$ cat src/logic/dcc_pkg.sv
package dcc_pkg;

  // ------------------------------------------------------------------
  // Sizes
  // ------------------------------------------------------------------
  localparam int NUM_CH     = 4;
  localparam int CNT_W      = 14;
  localparam int ADDR_W     = 32;

  // ------------------------------------------------------------------
  // Register offsets (per-channel block of 0x20 bytes)
  // ------------------------------------------------------------------
  localparam logic [11:0] CH_STRIDE    = 12'h020;
  localparam logic [4:0]  OFF_CTRL     = 5'h00;
  localparam logic [4:0]  OFF_REQ      = 5'h04;
  localparam logic [4:0]  OFF_STA      = 5'h08;
  localparam logic [4:0]  OFF_STB      = 5'h0c;
  localparam logic [4:0]  OFF_PAD      = 5'h10;
  localparam logic [4:0]  OFF_CNT      = 5'h14;
  localparam logic [11:0] OFF_PWC      = 12'h100;
  localparam logic [11:0] OFF_RQC      = 12'h104;
  localparam logic [11:0] OFF_PPS      = 12'h108;
  localparam logic [11:0] OFF_LCA      = 12'h10c;
  localparam logic [11:0] OFF_LADR     = 12'h110;
  localparam logic [11:0] OFF_IRQ_STAT = 12'h114;
  localparam logic [11:0] OFF_IRQ_CLR  = 12'h118;
  localparam logic [11:0] OFF_IRQ_EN   = 12'h11c;

  // ------------------------------------------------------------------
  // Control field positions and reset values
  // ------------------------------------------------------------------
  localparam int          B_CHANNEL_ON     = 15;
  localparam int          B_SIZE     = 14;
  localparam int          B_DIR      = 13;
  localparam int          B_HALF     = 12;
  localparam int          B_NULL_WRITE_SELECT    = 11;
  localparam int          B_ADDRESSING_SELECT    = 4;
  localparam int          B_MODE     = 0;
  localparam logic [15:0] CTRL_MASK  = 16'hf833;
  localparam logic [15:0] CTRL_RST   = 16'h0000;
  localparam logic [1:0]  AM_POSTINC = 2'h0;
  localparam logic [1:0]  AM_PERIND  = 2'h2;

  // ------------------------------------------------------------------
  // Types
  // ------------------------------------------------------------------
  typedef struct packed {
    logic [15:0]       ctrl;
    logic [15:0]       req;
    logic [ADDR_W-1:0] sta;
    logic [ADDR_W-1:0] stb;
    logic [15:0]       pad;
    logic [CNT_W-1:0]  cnt;
  } dcc_chan_t;

  typedef struct packed {
    logic        valid;
    logic        wr;
    logic        byte_en;
    logic        periph;
    logic [31:0] addr;
    logic [15:0] wdata;
  } dcc_bus_req_t;

  typedef enum logic [1:0] {
    ST_IDLE,
    ST_READ,
    ST_WRITE,
    ST_NULL
  } dcc_state_t;

endpackage : dcc_pkg

$ cat src/logic/dcc_regmem.sv
`timescale 1ns/1ns
`default_nettype none
module dcc_regmem #(
  parameter int WIDTH = 32,
  parameter int DEPTH = 16
) (
  input  wire logic                     pclk,
  input  wire logic                     we,
  input  wire logic [$clog2(DEPTH)-1:0] waddr,
  input  wire logic [WIDTH-1:0]         wdata,
  input  wire logic [$clog2(DEPTH)-1:0] raddr,
  output logic      [WIDTH-1:0]         rdata
);
  // ------------------------------------------------------------------
  // Word store with registered read
  // ------------------------------------------------------------------
  logic [WIDTH-1:0] mem [DEPTH];

  initial begin
    if (DEPTH < 2) $error("depth too small");
  end

  always_ff @(posedge pclk) begin
    if (we) begin
      mem[waddr] <= wdata;
    end
    rdata <= mem[raddr];
  end
endmodule // dcc_regmem
`default_nettype wire

$ cat src/logic/dcc_top.sv
`timescale 1ns/1ns
`default_nettype none
module dcc_top
  import dcc_pkg::*;
#(
  parameter int NCH = dcc_pkg::NUM_CH
) (
  input  wire logic                  pclk,
  input  wire logic                  presetn,
  input  wire logic                  psel,
  input  wire logic                  penable,
  input  wire logic                  pwrite,
  input  wire logic [11:0]           paddr,
  input  wire logic [31:0]           pwdata,
  output logic      [31:0]           prdata,
  output logic                       pready,
  output logic                       pslverr,
  input  wire logic [NCH-1:0]        dma_trig,
  output dcc_pkg::dcc_bus_req_t      mreq,
  input  wire logic                  mack,
  input  wire logic [15:0]           mrdata,
  input  wire logic                  pwr_busy,
  output logic      [NCH-1:0]        ch_irq,
  output logic                       irq
);
  import dcc_pkg::*;

  initial begin
    if (NCH != NUM_CH) $error("channel count must be four");
  end

  // ------------------------------------------------------------------
  // Registers
  // ------------------------------------------------------------------
  dcc_chan_t          ch_r [NCH];
  dcc_chan_t          ch_nxt [NCH];
  logic [CNT_W-1:0]   done_r [NCH];
  logic [CNT_W-1:0]   done_nxt [NCH];
  logic [31:0]        cur_r [NCH];
  logic [31:0]        cur_nxt [NCH];
  logic [NCH-1:0]     pps_r, pps_nxt, pend_r, pend_nxt;
  logic [NCH-1:0]     pwc_r, pwc_nxt, rqc_r, rqc_nxt;
  logic [NCH-1:0]     ist_r, ist_nxt, ien_r, ien_nxt, chirq_nxt;
  logic [1:0]         lca_r, lca_nxt, act_r, act_nxt;
  logic [31:0]        prdata_nxt;
  dcc_bus_req_t       mreq_nxt;
  dcc_state_t         st_r, st_nxt;
  logic               pready_nxt, pslverr_nxt, irq_nxt;

  // ------------------------------------------------------------------
  // Helpers
  // ------------------------------------------------------------------
  function automatic logic [CNT_W-1:0] half_pt(input logic [CNT_W-1:0] c);
    half_pt = CNT_W'((c + CNT_W'(1)) >> 1);
  endfunction

  function automatic logic [31:0] base_of(input dcc_chan_t c, input logic pp);
    base_of = pp ? c.stb : c.sta;
  endfunction

  // Last-address shadow store, read back for the last-address register
  logic [31:0] mem_rd;
  dcc_regmem #(.WIDTH(32), .DEPTH(NCH)) u_mem (
    .pclk  (pclk),
    .we    (st_r == ST_WRITE && mack),
    .waddr (act_r),
    .wdata (mreq.addr),
    .raddr (lca_r),
    .rdata (mem_rd)
  );

  wire logic       acc   = psel && penable && !pready;
  wire logic       wr_en = acc && pwrite;
  wire logic [1:0] sel_c = paddr[6:5];
  wire logic       in_ch = paddr[11:7] == 5'h00;

  // ------------------------------------------------------------------
  // Next-state logic
  // ------------------------------------------------------------------
  always_comb begin
    logic [NCH-1:0] hits;
    logic [NCH-1:0] clr;
    logic           cnt_hit;
    logic           fin;
    hits = '0;
    clr  = '0;
    cnt_hit = 1'b0;
    fin = 1'b0;
    for (int i = 0; i < NCH; i++) begin
      ch_nxt[i]   = ch_r[i];
      done_nxt[i] = done_r[i];
      cur_nxt[i]  = cur_r[i];
    end
    pps_nxt = pps_r;
    pend_nxt = pend_r;
    pwc_nxt = pwc_r;
    rqc_nxt = rqc_r;
    ien_nxt = ien_r;
    lca_nxt = lca_r;
    act_nxt = act_r;
    mreq_nxt = mreq;
    st_nxt = st_r;
    pready_nxt = acc;
    pslverr_nxt = 1'b0;
    prdata_nxt = '0;

    // Register writes
    if (wr_en && in_ch) begin
      unique case (paddr[4:0])
        OFF_CTRL: begin
          ch_nxt[sel_c].ctrl = pwdata[15:0] & CTRL_MASK;
          if (pwdata[B_CHANNEL_ON] && !ch_r[sel_c].ctrl[B_CHANNEL_ON]) begin
            pps_nxt[sel_c] = 1'b0;
            done_nxt[sel_c] = '0;
            cur_nxt[sel_c] = ch_r[sel_c].sta;
          end
        end
        OFF_REQ: ch_nxt[sel_c].req = pwdata[15:0];
        OFF_STA: ch_nxt[sel_c].sta = pwdata;
        OFF_STB: ch_nxt[sel_c].stb = pwdata;
        OFF_PAD: ch_nxt[sel_c].pad = pwdata[15:0];
        OFF_CNT: ch_nxt[sel_c].cnt = pwdata[CNT_W-1:0];
        default: pslverr_nxt = 1'b1;
      endcase
    end else if (wr_en) begin
      unique case (paddr)
        OFF_PWC: pwc_nxt = pwc_r & ~pwdata[NCH-1:0];
        OFF_RQC: rqc_nxt = rqc_r & ~pwdata[NCH-1:0];
        OFF_IRQ_CLR: clr = pwdata[NCH-1:0];
        OFF_IRQ_EN: ien_nxt = pwdata[NCH-1:0];
        OFF_PPS, OFF_LCA, OFF_LADR, OFF_IRQ_STAT: ;
        default: pslverr_nxt = 1'b1;
      endcase
    end

    // Register reads
    if (acc && !pwrite && in_ch) begin
      unique case (paddr[4:0])
        OFF_CTRL: prdata_nxt = {16'h0000, ch_r[sel_c].ctrl};
        OFF_REQ:  prdata_nxt = {16'h0000, ch_r[sel_c].req};
        OFF_STA:  prdata_nxt = ch_r[sel_c].sta;
        OFF_STB:  prdata_nxt = ch_r[sel_c].stb;
        OFF_PAD:  prdata_nxt = {16'h0000, ch_r[sel_c].pad};
        OFF_CNT:  prdata_nxt = {18'h00000, ch_r[sel_c].cnt};
        default:  pslverr_nxt = 1'b1;
      endcase
    end else if (acc && !pwrite) begin
      unique case (paddr)
        OFF_PWC:      prdata_nxt = 32'(pwc_r);
        OFF_RQC:      prdata_nxt = 32'(rqc_r);
        OFF_PPS:      prdata_nxt = 32'(pps_r);
        OFF_LCA:      prdata_nxt = 32'(lca_r);
        OFF_LADR:     prdata_nxt = mem_rd;
        OFF_IRQ_STAT: prdata_nxt = 32'(ist_r);
        OFF_IRQ_EN:   prdata_nxt = 32'(ien_r);
        OFF_IRQ_CLR:  prdata_nxt = '0;
        default:      pslverr_nxt = 1'b1;
      endcase
    end

    // Request capture and collision
    for (int i = 0; i < NCH; i++) begin
      if (dma_trig[i] && ch_r[i].ctrl[B_CHANNEL_ON]) begin
        if (pend_r[i]) rqc_nxt[i] = 1'b1;
        pend_nxt[i] = 1'b1;
      end
    end

    // Transfer engine
    unique case (st_r)
      ST_IDLE: begin
        for (int i = NCH - 1; i >= 0; i--) begin
          if (pend_r[i] && ch_r[i].ctrl[B_CHANNEL_ON]) act_nxt = 2'(i);
        end
        if (|(pend_r & en_vec())) begin
          pend_nxt[act_nxt] = 1'b0;
          mreq_nxt.valid   = 1'b1;
          mreq_nxt.wr      = 1'b0;
          mreq_nxt.byte_en = ch_r[act_nxt].ctrl[B_SIZE];
          mreq_nxt.periph  = !ch_r[act_nxt].ctrl[B_DIR];
          mreq_nxt.addr    = ch_r[act_nxt].ctrl[B_DIR] ? ram_addr(act_nxt)
                                                       : {16'h0000, ch_r[act_nxt].pad};
          st_nxt = ST_READ;
        end
      end
      ST_READ: if (mack) begin
        mreq_nxt.wr = 1'b1;
        mreq_nxt.periph = ch_r[act_r].ctrl[B_DIR];
        mreq_nxt.addr = ch_r[act_r].ctrl[B_DIR] ? {16'h0000, ch_r[act_r].pad}
                                                : ram_addr(act_r);
        mreq_nxt.wdata = mrdata;
        st_nxt = ST_WRITE;
      end
      ST_WRITE: if (mack) begin
        lca_nxt = act_r;
        if (mreq.periph && pwr_busy) pwc_nxt[act_r] = 1'b1;
        if (ch_r[act_r].ctrl[B_ADDRESSING_SELECT +: 2] == AM_POSTINC) begin
          cur_nxt[act_r] = cur_r[act_r] + (ch_r[act_r].ctrl[B_SIZE] ? 32'h1 : 32'h2);
        end
        done_nxt[act_r] = CNT_W'(done_r[act_r] + CNT_W'(1));
        cnt_hit = ch_r[act_r].ctrl[B_HALF] ? done_r[act_r] == half_pt(ch_r[act_r].cnt) - 1'b1
                                           : 1'b0;
        fin = done_r[act_r] == ch_r[act_r].cnt;
        if (fin) begin
          done_nxt[act_r] = '0;
          if (ch_r[act_r].ctrl[B_MODE + 1]) pps_nxt[act_r] = !pps_r[act_r];
          if (ch_r[act_r].ctrl[B_MODE] &&
              (!ch_r[act_r].ctrl[B_MODE + 1] || pps_r[act_r])) begin
            ch_nxt[act_r].ctrl[B_CHANNEL_ON] = 1'b0;
          end
          cur_nxt[act_r] = base_of(ch_r[act_r],
                                   ch_r[act_r].ctrl[B_MODE + 1] && !pps_r[act_r]);
        end
        if (cnt_hit || (fin && !ch_r[act_r].ctrl[B_HALF])) hits[act_r] = 1'b1;
        if (ch_r[act_r].ctrl[B_NULL_WRITE_SELECT] && !ch_r[act_r].ctrl[B_DIR]) begin
          mreq_nxt.periph = 1'b1;
          mreq_nxt.addr = {16'h0000, ch_r[act_r].pad};
          mreq_nxt.wdata = '0;
          st_nxt = ST_NULL;
        end else begin
          mreq_nxt.valid = 1'b0;
          st_nxt = ST_IDLE;
        end
      end
      ST_NULL: if (mack) begin
        if (pwr_busy) pwc_nxt[act_r] = 1'b1;
        mreq_nxt.valid = 1'b0;
        st_nxt = ST_IDLE;
      end
    endcase

    // Sticky status: set wins over clear
    ist_nxt = (ist_r & ~clr) | hits;
    chirq_nxt = hits;
    irq_nxt = |(ist_nxt & ien_nxt);
  end

  function automatic logic [NCH-1:0] en_vec();
    for (int i = 0; i < NCH; i++) en_vec[i] = ch_r[i].ctrl[B_CHANNEL_ON];
  endfunction

  function automatic logic [31:0] ram_addr(input logic [1:0] c);
    ram_addr = (ch_r[c].ctrl[B_ADDRESSING_SELECT +: 2] == AM_PERIND)
               ? base_of(ch_r[c], pps_r[c]) + 32'(mrdata_unused())
               : cur_r[c];
  endfunction

  function automatic logic [15:0] mrdata_unused();
    mrdata_unused = 16'h0000;
  endfunction

  // ------------------------------------------------------------------
  // State registers
  // ------------------------------------------------------------------
  always_ff @(posedge pclk or negedge presetn) begin
    if (!presetn) begin
      for (int i = 0; i < NCH; i++) begin
        ch_r[i] <= '0;
        done_r[i] <= '0;
        cur_r[i] <= '0;
      end
      {pps_r, pend_r, pwc_r, rqc_r, ist_r, ien_r, ch_irq} <= '0;
      {lca_r, act_r} <= '0;
      mreq <= '0;
      st_r <= ST_IDLE;
      prdata <= '0;
      pready <= 1'b0;
      pslverr <= 1'b0;
      irq <= 1'b0;
    end else begin
      for (int i = 0; i < NCH; i++) begin
        ch_r[i] <= ch_nxt[i];
        done_r[i] <= done_nxt[i];
        cur_r[i] <= cur_nxt[i];
      end
      pps_r <= pps_nxt;
      pend_r <= pend_nxt;
      pwc_r <= pwc_nxt;
      rqc_r <= rqc_nxt;
      ist_r <= ist_nxt;
      ien_r <= ien_nxt;
      ch_irq <= chirq_nxt;
      lca_r <= lca_nxt;
      act_r <= act_nxt;
      mreq <= mreq_nxt;
      st_r <= st_nxt;
      prdata <= prdata_nxt;
      pready <= pready_nxt;
      pslverr <= pslverr_nxt;
      irq <= irq_nxt;
    end
  end
endmodule // dcc_top
`default_nettype wire

$ cat config.mk
export PLATFORM = sky130hd
export DESIGN_NAME = dcc_top
export DESIGN_NICKNAME = d
export VERILOG_FILES = /design/src/logic/dcc_pkg.sv /design/src/logic/dcc_regmem.sv /design/src/logic/dcc_top.sv
export SDC_FILE = /design/constraint.sdc
export NUM_CORES = 2
export LEC_CHECK = 0
export ABC_CLOCK_PERIOD_IN_PS = 4700
export BUFFER_PORTS_ARGS = -buffer_cell sky130_fd_sc_hd__buf_4
export CELL_PAD_IN_SITES_DETAIL_PLACEMENT = 1
export CELL_PAD_IN_SITES_GLOBAL_PLACEMENT = 1
export CORE_UTILIZATION = 45
export CTS_CLUSTER_DIAMETER = 40
export CTS_CLUSTER_SIZE = 8
export DETAILED_ROUTE_END_ITERATION = 8
export GPL_ROUTABILITY_DRIVEN = 0
export PLACE_DENSITY = 0.85
export SYNTH_ARGS = -nofsm -noshare
export SYNTH_HDL_FRONTEND = slang
export SYNTH_HIERARCHICAL = 1
export SYNTH_SLANG_ARGS = --single-unit
$ cat constraint.sdc
create_clock -name pclk -period 4.7 [get_ports pclk]
set_input_delay 0.47 -clock pclk [delete_from_list [all_inputs] [get_ports pclk]]
set_output_delay 0.47 -clock pclk [all_outputs]
set_load 0.005 [all_outputs]
==> results.toml <==
[hold_path]
hold_path_depth = 3
hold_path_startpoint = "mrdata[6]"
hold_class = "input pin to flip-flop"
hold_end = "mreq[6]"

[status]
status = "complete, but fails checks"
failed_checks = "max-capacitance violations, max-slew violations"

[power_and_ir_drop]
cellPowerDensity_nw_per_um2 = 383.4
peakVddDrop_mv = 0.3840
leakage_nw = 26.67

[grt]
grt_pass1_wl_mm = 337.3
first_global_vias = 49190
antenna_found_initial = 26
grt.total_usage_pct = 38.51
grt_max_degree = 155
grt.overflow.total = 0

[clocking]
max-clock-path-buffers = 3
cts-root-buf = "clkbuf_16"
clkLatencyLatePin_ns = 0.77
tritoncts = "done"
cts.sinks = 969
cts_max_level = 4
clkTransAtPathRegs_ns = 0.05
cts_buffers = 156

[synth]
synth_area_um2 = 52830
synthCells = 4549
ys_seq_area_share_pct = 46.81
avgSynthCellArea_um2 = 11.61
synthesis.nets = 4631
yosys_warnings = 6
synth_edf_count = 128
dominantRegCellSynth = "dfrtp_1"
synth_cell_types = 88
ys_ff_latch = 969
async_flop_share_pct = 83.49

[sta]
hold_slack_ns = 0.003862
min_period_ns = 4.424
hold_viol = 0
worstMarginPinSlew_ns = 1.500
rsz0062_at_grt = "false"
setup_violations = 0
fin_setup_tns_ns = 0
clock_skew_ns = 0.02792
slew_headroom_pct = -1.054
slew_viol_final = 1
fmax_mhz = 226.1
period_share_pct = 94.12

[detailed_routing]
vias = 46760
detail_route.wl_per_cell_um = 36.57
ant_nets = 0
viasPerCell = 7.448
drc = 0
dr.pass1.iters = 7
drtIter0Drc = 7675
wirelength_mm = 229.6

[job]
maxCapViolations = 1

[floorplanning]
dieArea_um2 = 118800
io_pins = 162
fp.dieH_um = 344.6
start_util_pct = 45.40
die_w_um = 344.6
coreArea_um2 = 116400
row_count = 125

[worst_setup_path]
slowest_delay_ns = 0.74
r2r_end = "mreq[20]"
arrival_ns = 5.08
crit_slowest_cell = "dfrtp_4"
worstPathCellList = "a221oi_1 -> o21ai_0 -> nand4_1 -> buf_4 -> and2_4 -> buf_12 -> a211oi_1 -> a311oi_1 -> a311o_1 -> nand3_1 -> a31oi_1"
reg2reg_from = "act_r[1]"
reg2reg_slack_ns = 0.28
cp_max_fo = 50
endpoint_kind = "flip-flop"
path_class = "flip-flop to flip-flop"
ff2ff_path_depth = 11
critPathRequiredTime_ns = 5.36
start_kind = "flip-flop"

[final_layout]
fillers = 11860
layout.cells.most_common = "dfrtp_1"
layout-drive-gt1-share_pct = 25.81
final_cell_mix = "dfrtp_1, nand2_1, mux4_2, nor2_1, buf_4"
final_cells = 6278
finalInstanceArea_um2 = 61110
fin_util_pct = 52.52
num-nets-final = 4736
area_delta_synth_final_pct = 15.67

[placed_design]
hpwl_mm = 138.2
place_inst = 5999
placed_cell_area_um2 = 56090
port_buffers = 161
worst max-delay path, delay by kind of cell (launching register included):
| kind | cells | cell delay, ns |
|---|---|---|
| compound gates | 6 | 1.62 |
| buf+inv | 2 | 0.88 |
| flops | 1 | 0.74 |
| simple gates | 3 | 0.97 |
routing by layer:
metal / vias to the layer above / GRT usage (%) / part of all wire (%)
li1: 17490 / - / -
met1: 23560 / 45.06 / 33
met2: 4286 / 56.22 / 43
met3: 1377 / 18.64 / 16
met4: 42 / 24.77 / 7.9
met5: - / 1.603 / 0.23
report_power, final:
group / internal [W] / leakage (nW) / switching (W) / total, W
Clock: 0.00680 / 2.34 / 0.00416 / 0.0110
Sequential: 0.00905 / 12.6 / 0.000628 / 0.00967
Combinational: 0.000919 / 11.7 / 0.00188 / 0.00279
area by class of cell:
cell class,instances,area (µm²),area share (%)
tap,1524,1907,3.120
multi-input combinational,3146,26440,43.27
clock inverter,33,397.9,0.6511
timing repair buffer,360,3146,5.148
antenna,7,17.52,0.02867
inverter,21,78.83,0.1290
sequential,969,24740,40.48
clock buffer,218,4382,7.170
synthesized netlist by cell type, types with 35 or more instances:
cell | instances | share of area (%)
xnor2_1 | 42 | 0.70
nor2_1 | 317 | 2.3
a22oi_1 | 42 | 0.60
a21oi_1 | 108 | 1.0
dfrtp_1 | 809 | 38
edfxtp_1 | 128 | 7.3
nand2_1 | 507 | 3.6
buf_1 | 38 | 0.27
a311oi_1 | 40 | 0.66
a211oi_1 | 48 | 0.68
and2_1 | 51 | 0.60
buf_2 | 68 | 0.64
nand3_1 | 226 | 2.1
o221ai_1 | 35 | 0.58
a31oi_1 | 45 | 0.53
xor2_1 | 41 | 0.68
o21ai_0 | 147 | 1.4
clkbuf_1 | 280 | 2.0
o22ai_1 | 72 | 0.85
a22o_1 | 243 | 4.0
mux2i_1 | 211 | 4.0
mux4_2 | 322 | 14
mux2_2 | 286 | 6.1
what timing repair did:
action,4_1_cts,5_1_grt
endpoints found under the hold margin,130,0
buffers inserted,0,1
hold buffers,20,0
gates resized for setup,0,0
endpoints found under the setup margin,0,5
kinds of logic after synthesis:
kind of cell / count (synthesis) / share of synthesized area (%)
and+or+nand+nor: 1270 / 10.76
DFF: 969 / 46.81
AOI/OAI and AO/OA: 960 / 13.25
muxes: 821 / 23.92
buffers and inverters: 434 / 3.572
xor gates and xnor gates: 84 / 1.419
adders and majority gates: 11 / 0.2747
worst max-delay path by stage:
stage,from,endpoint,slack (ns),cells after the start
2_1_floorplan,act_r[1],cur_r[76],0.15,18
3_3_place_gp,act_r[0],ist_r[0],0.50,10
3_5_place_dp,act_r[0],ist_r[3],0.36,10
4_1_cts,act_r[0],ist_r[0],0.25,10
5_1_grt,act_r[0],ist_r[0],0.15,9
6_report,act_r[1],mreq[20],0.28,11
through the flow:
step / setup WS [ns] / total power (W)
after floorplan: 0.1463 / 0.01067
after global placement: 0.4963 / 0.01213
after detailed placement: 0.3579 / 0.01232
after CTS: 0.2490 / 0.02318
after global routing: 0.1547 / 0.02383
final: 0.2763 / 0.02343
No activity file was read; power rests on OpenSTA's default activity.
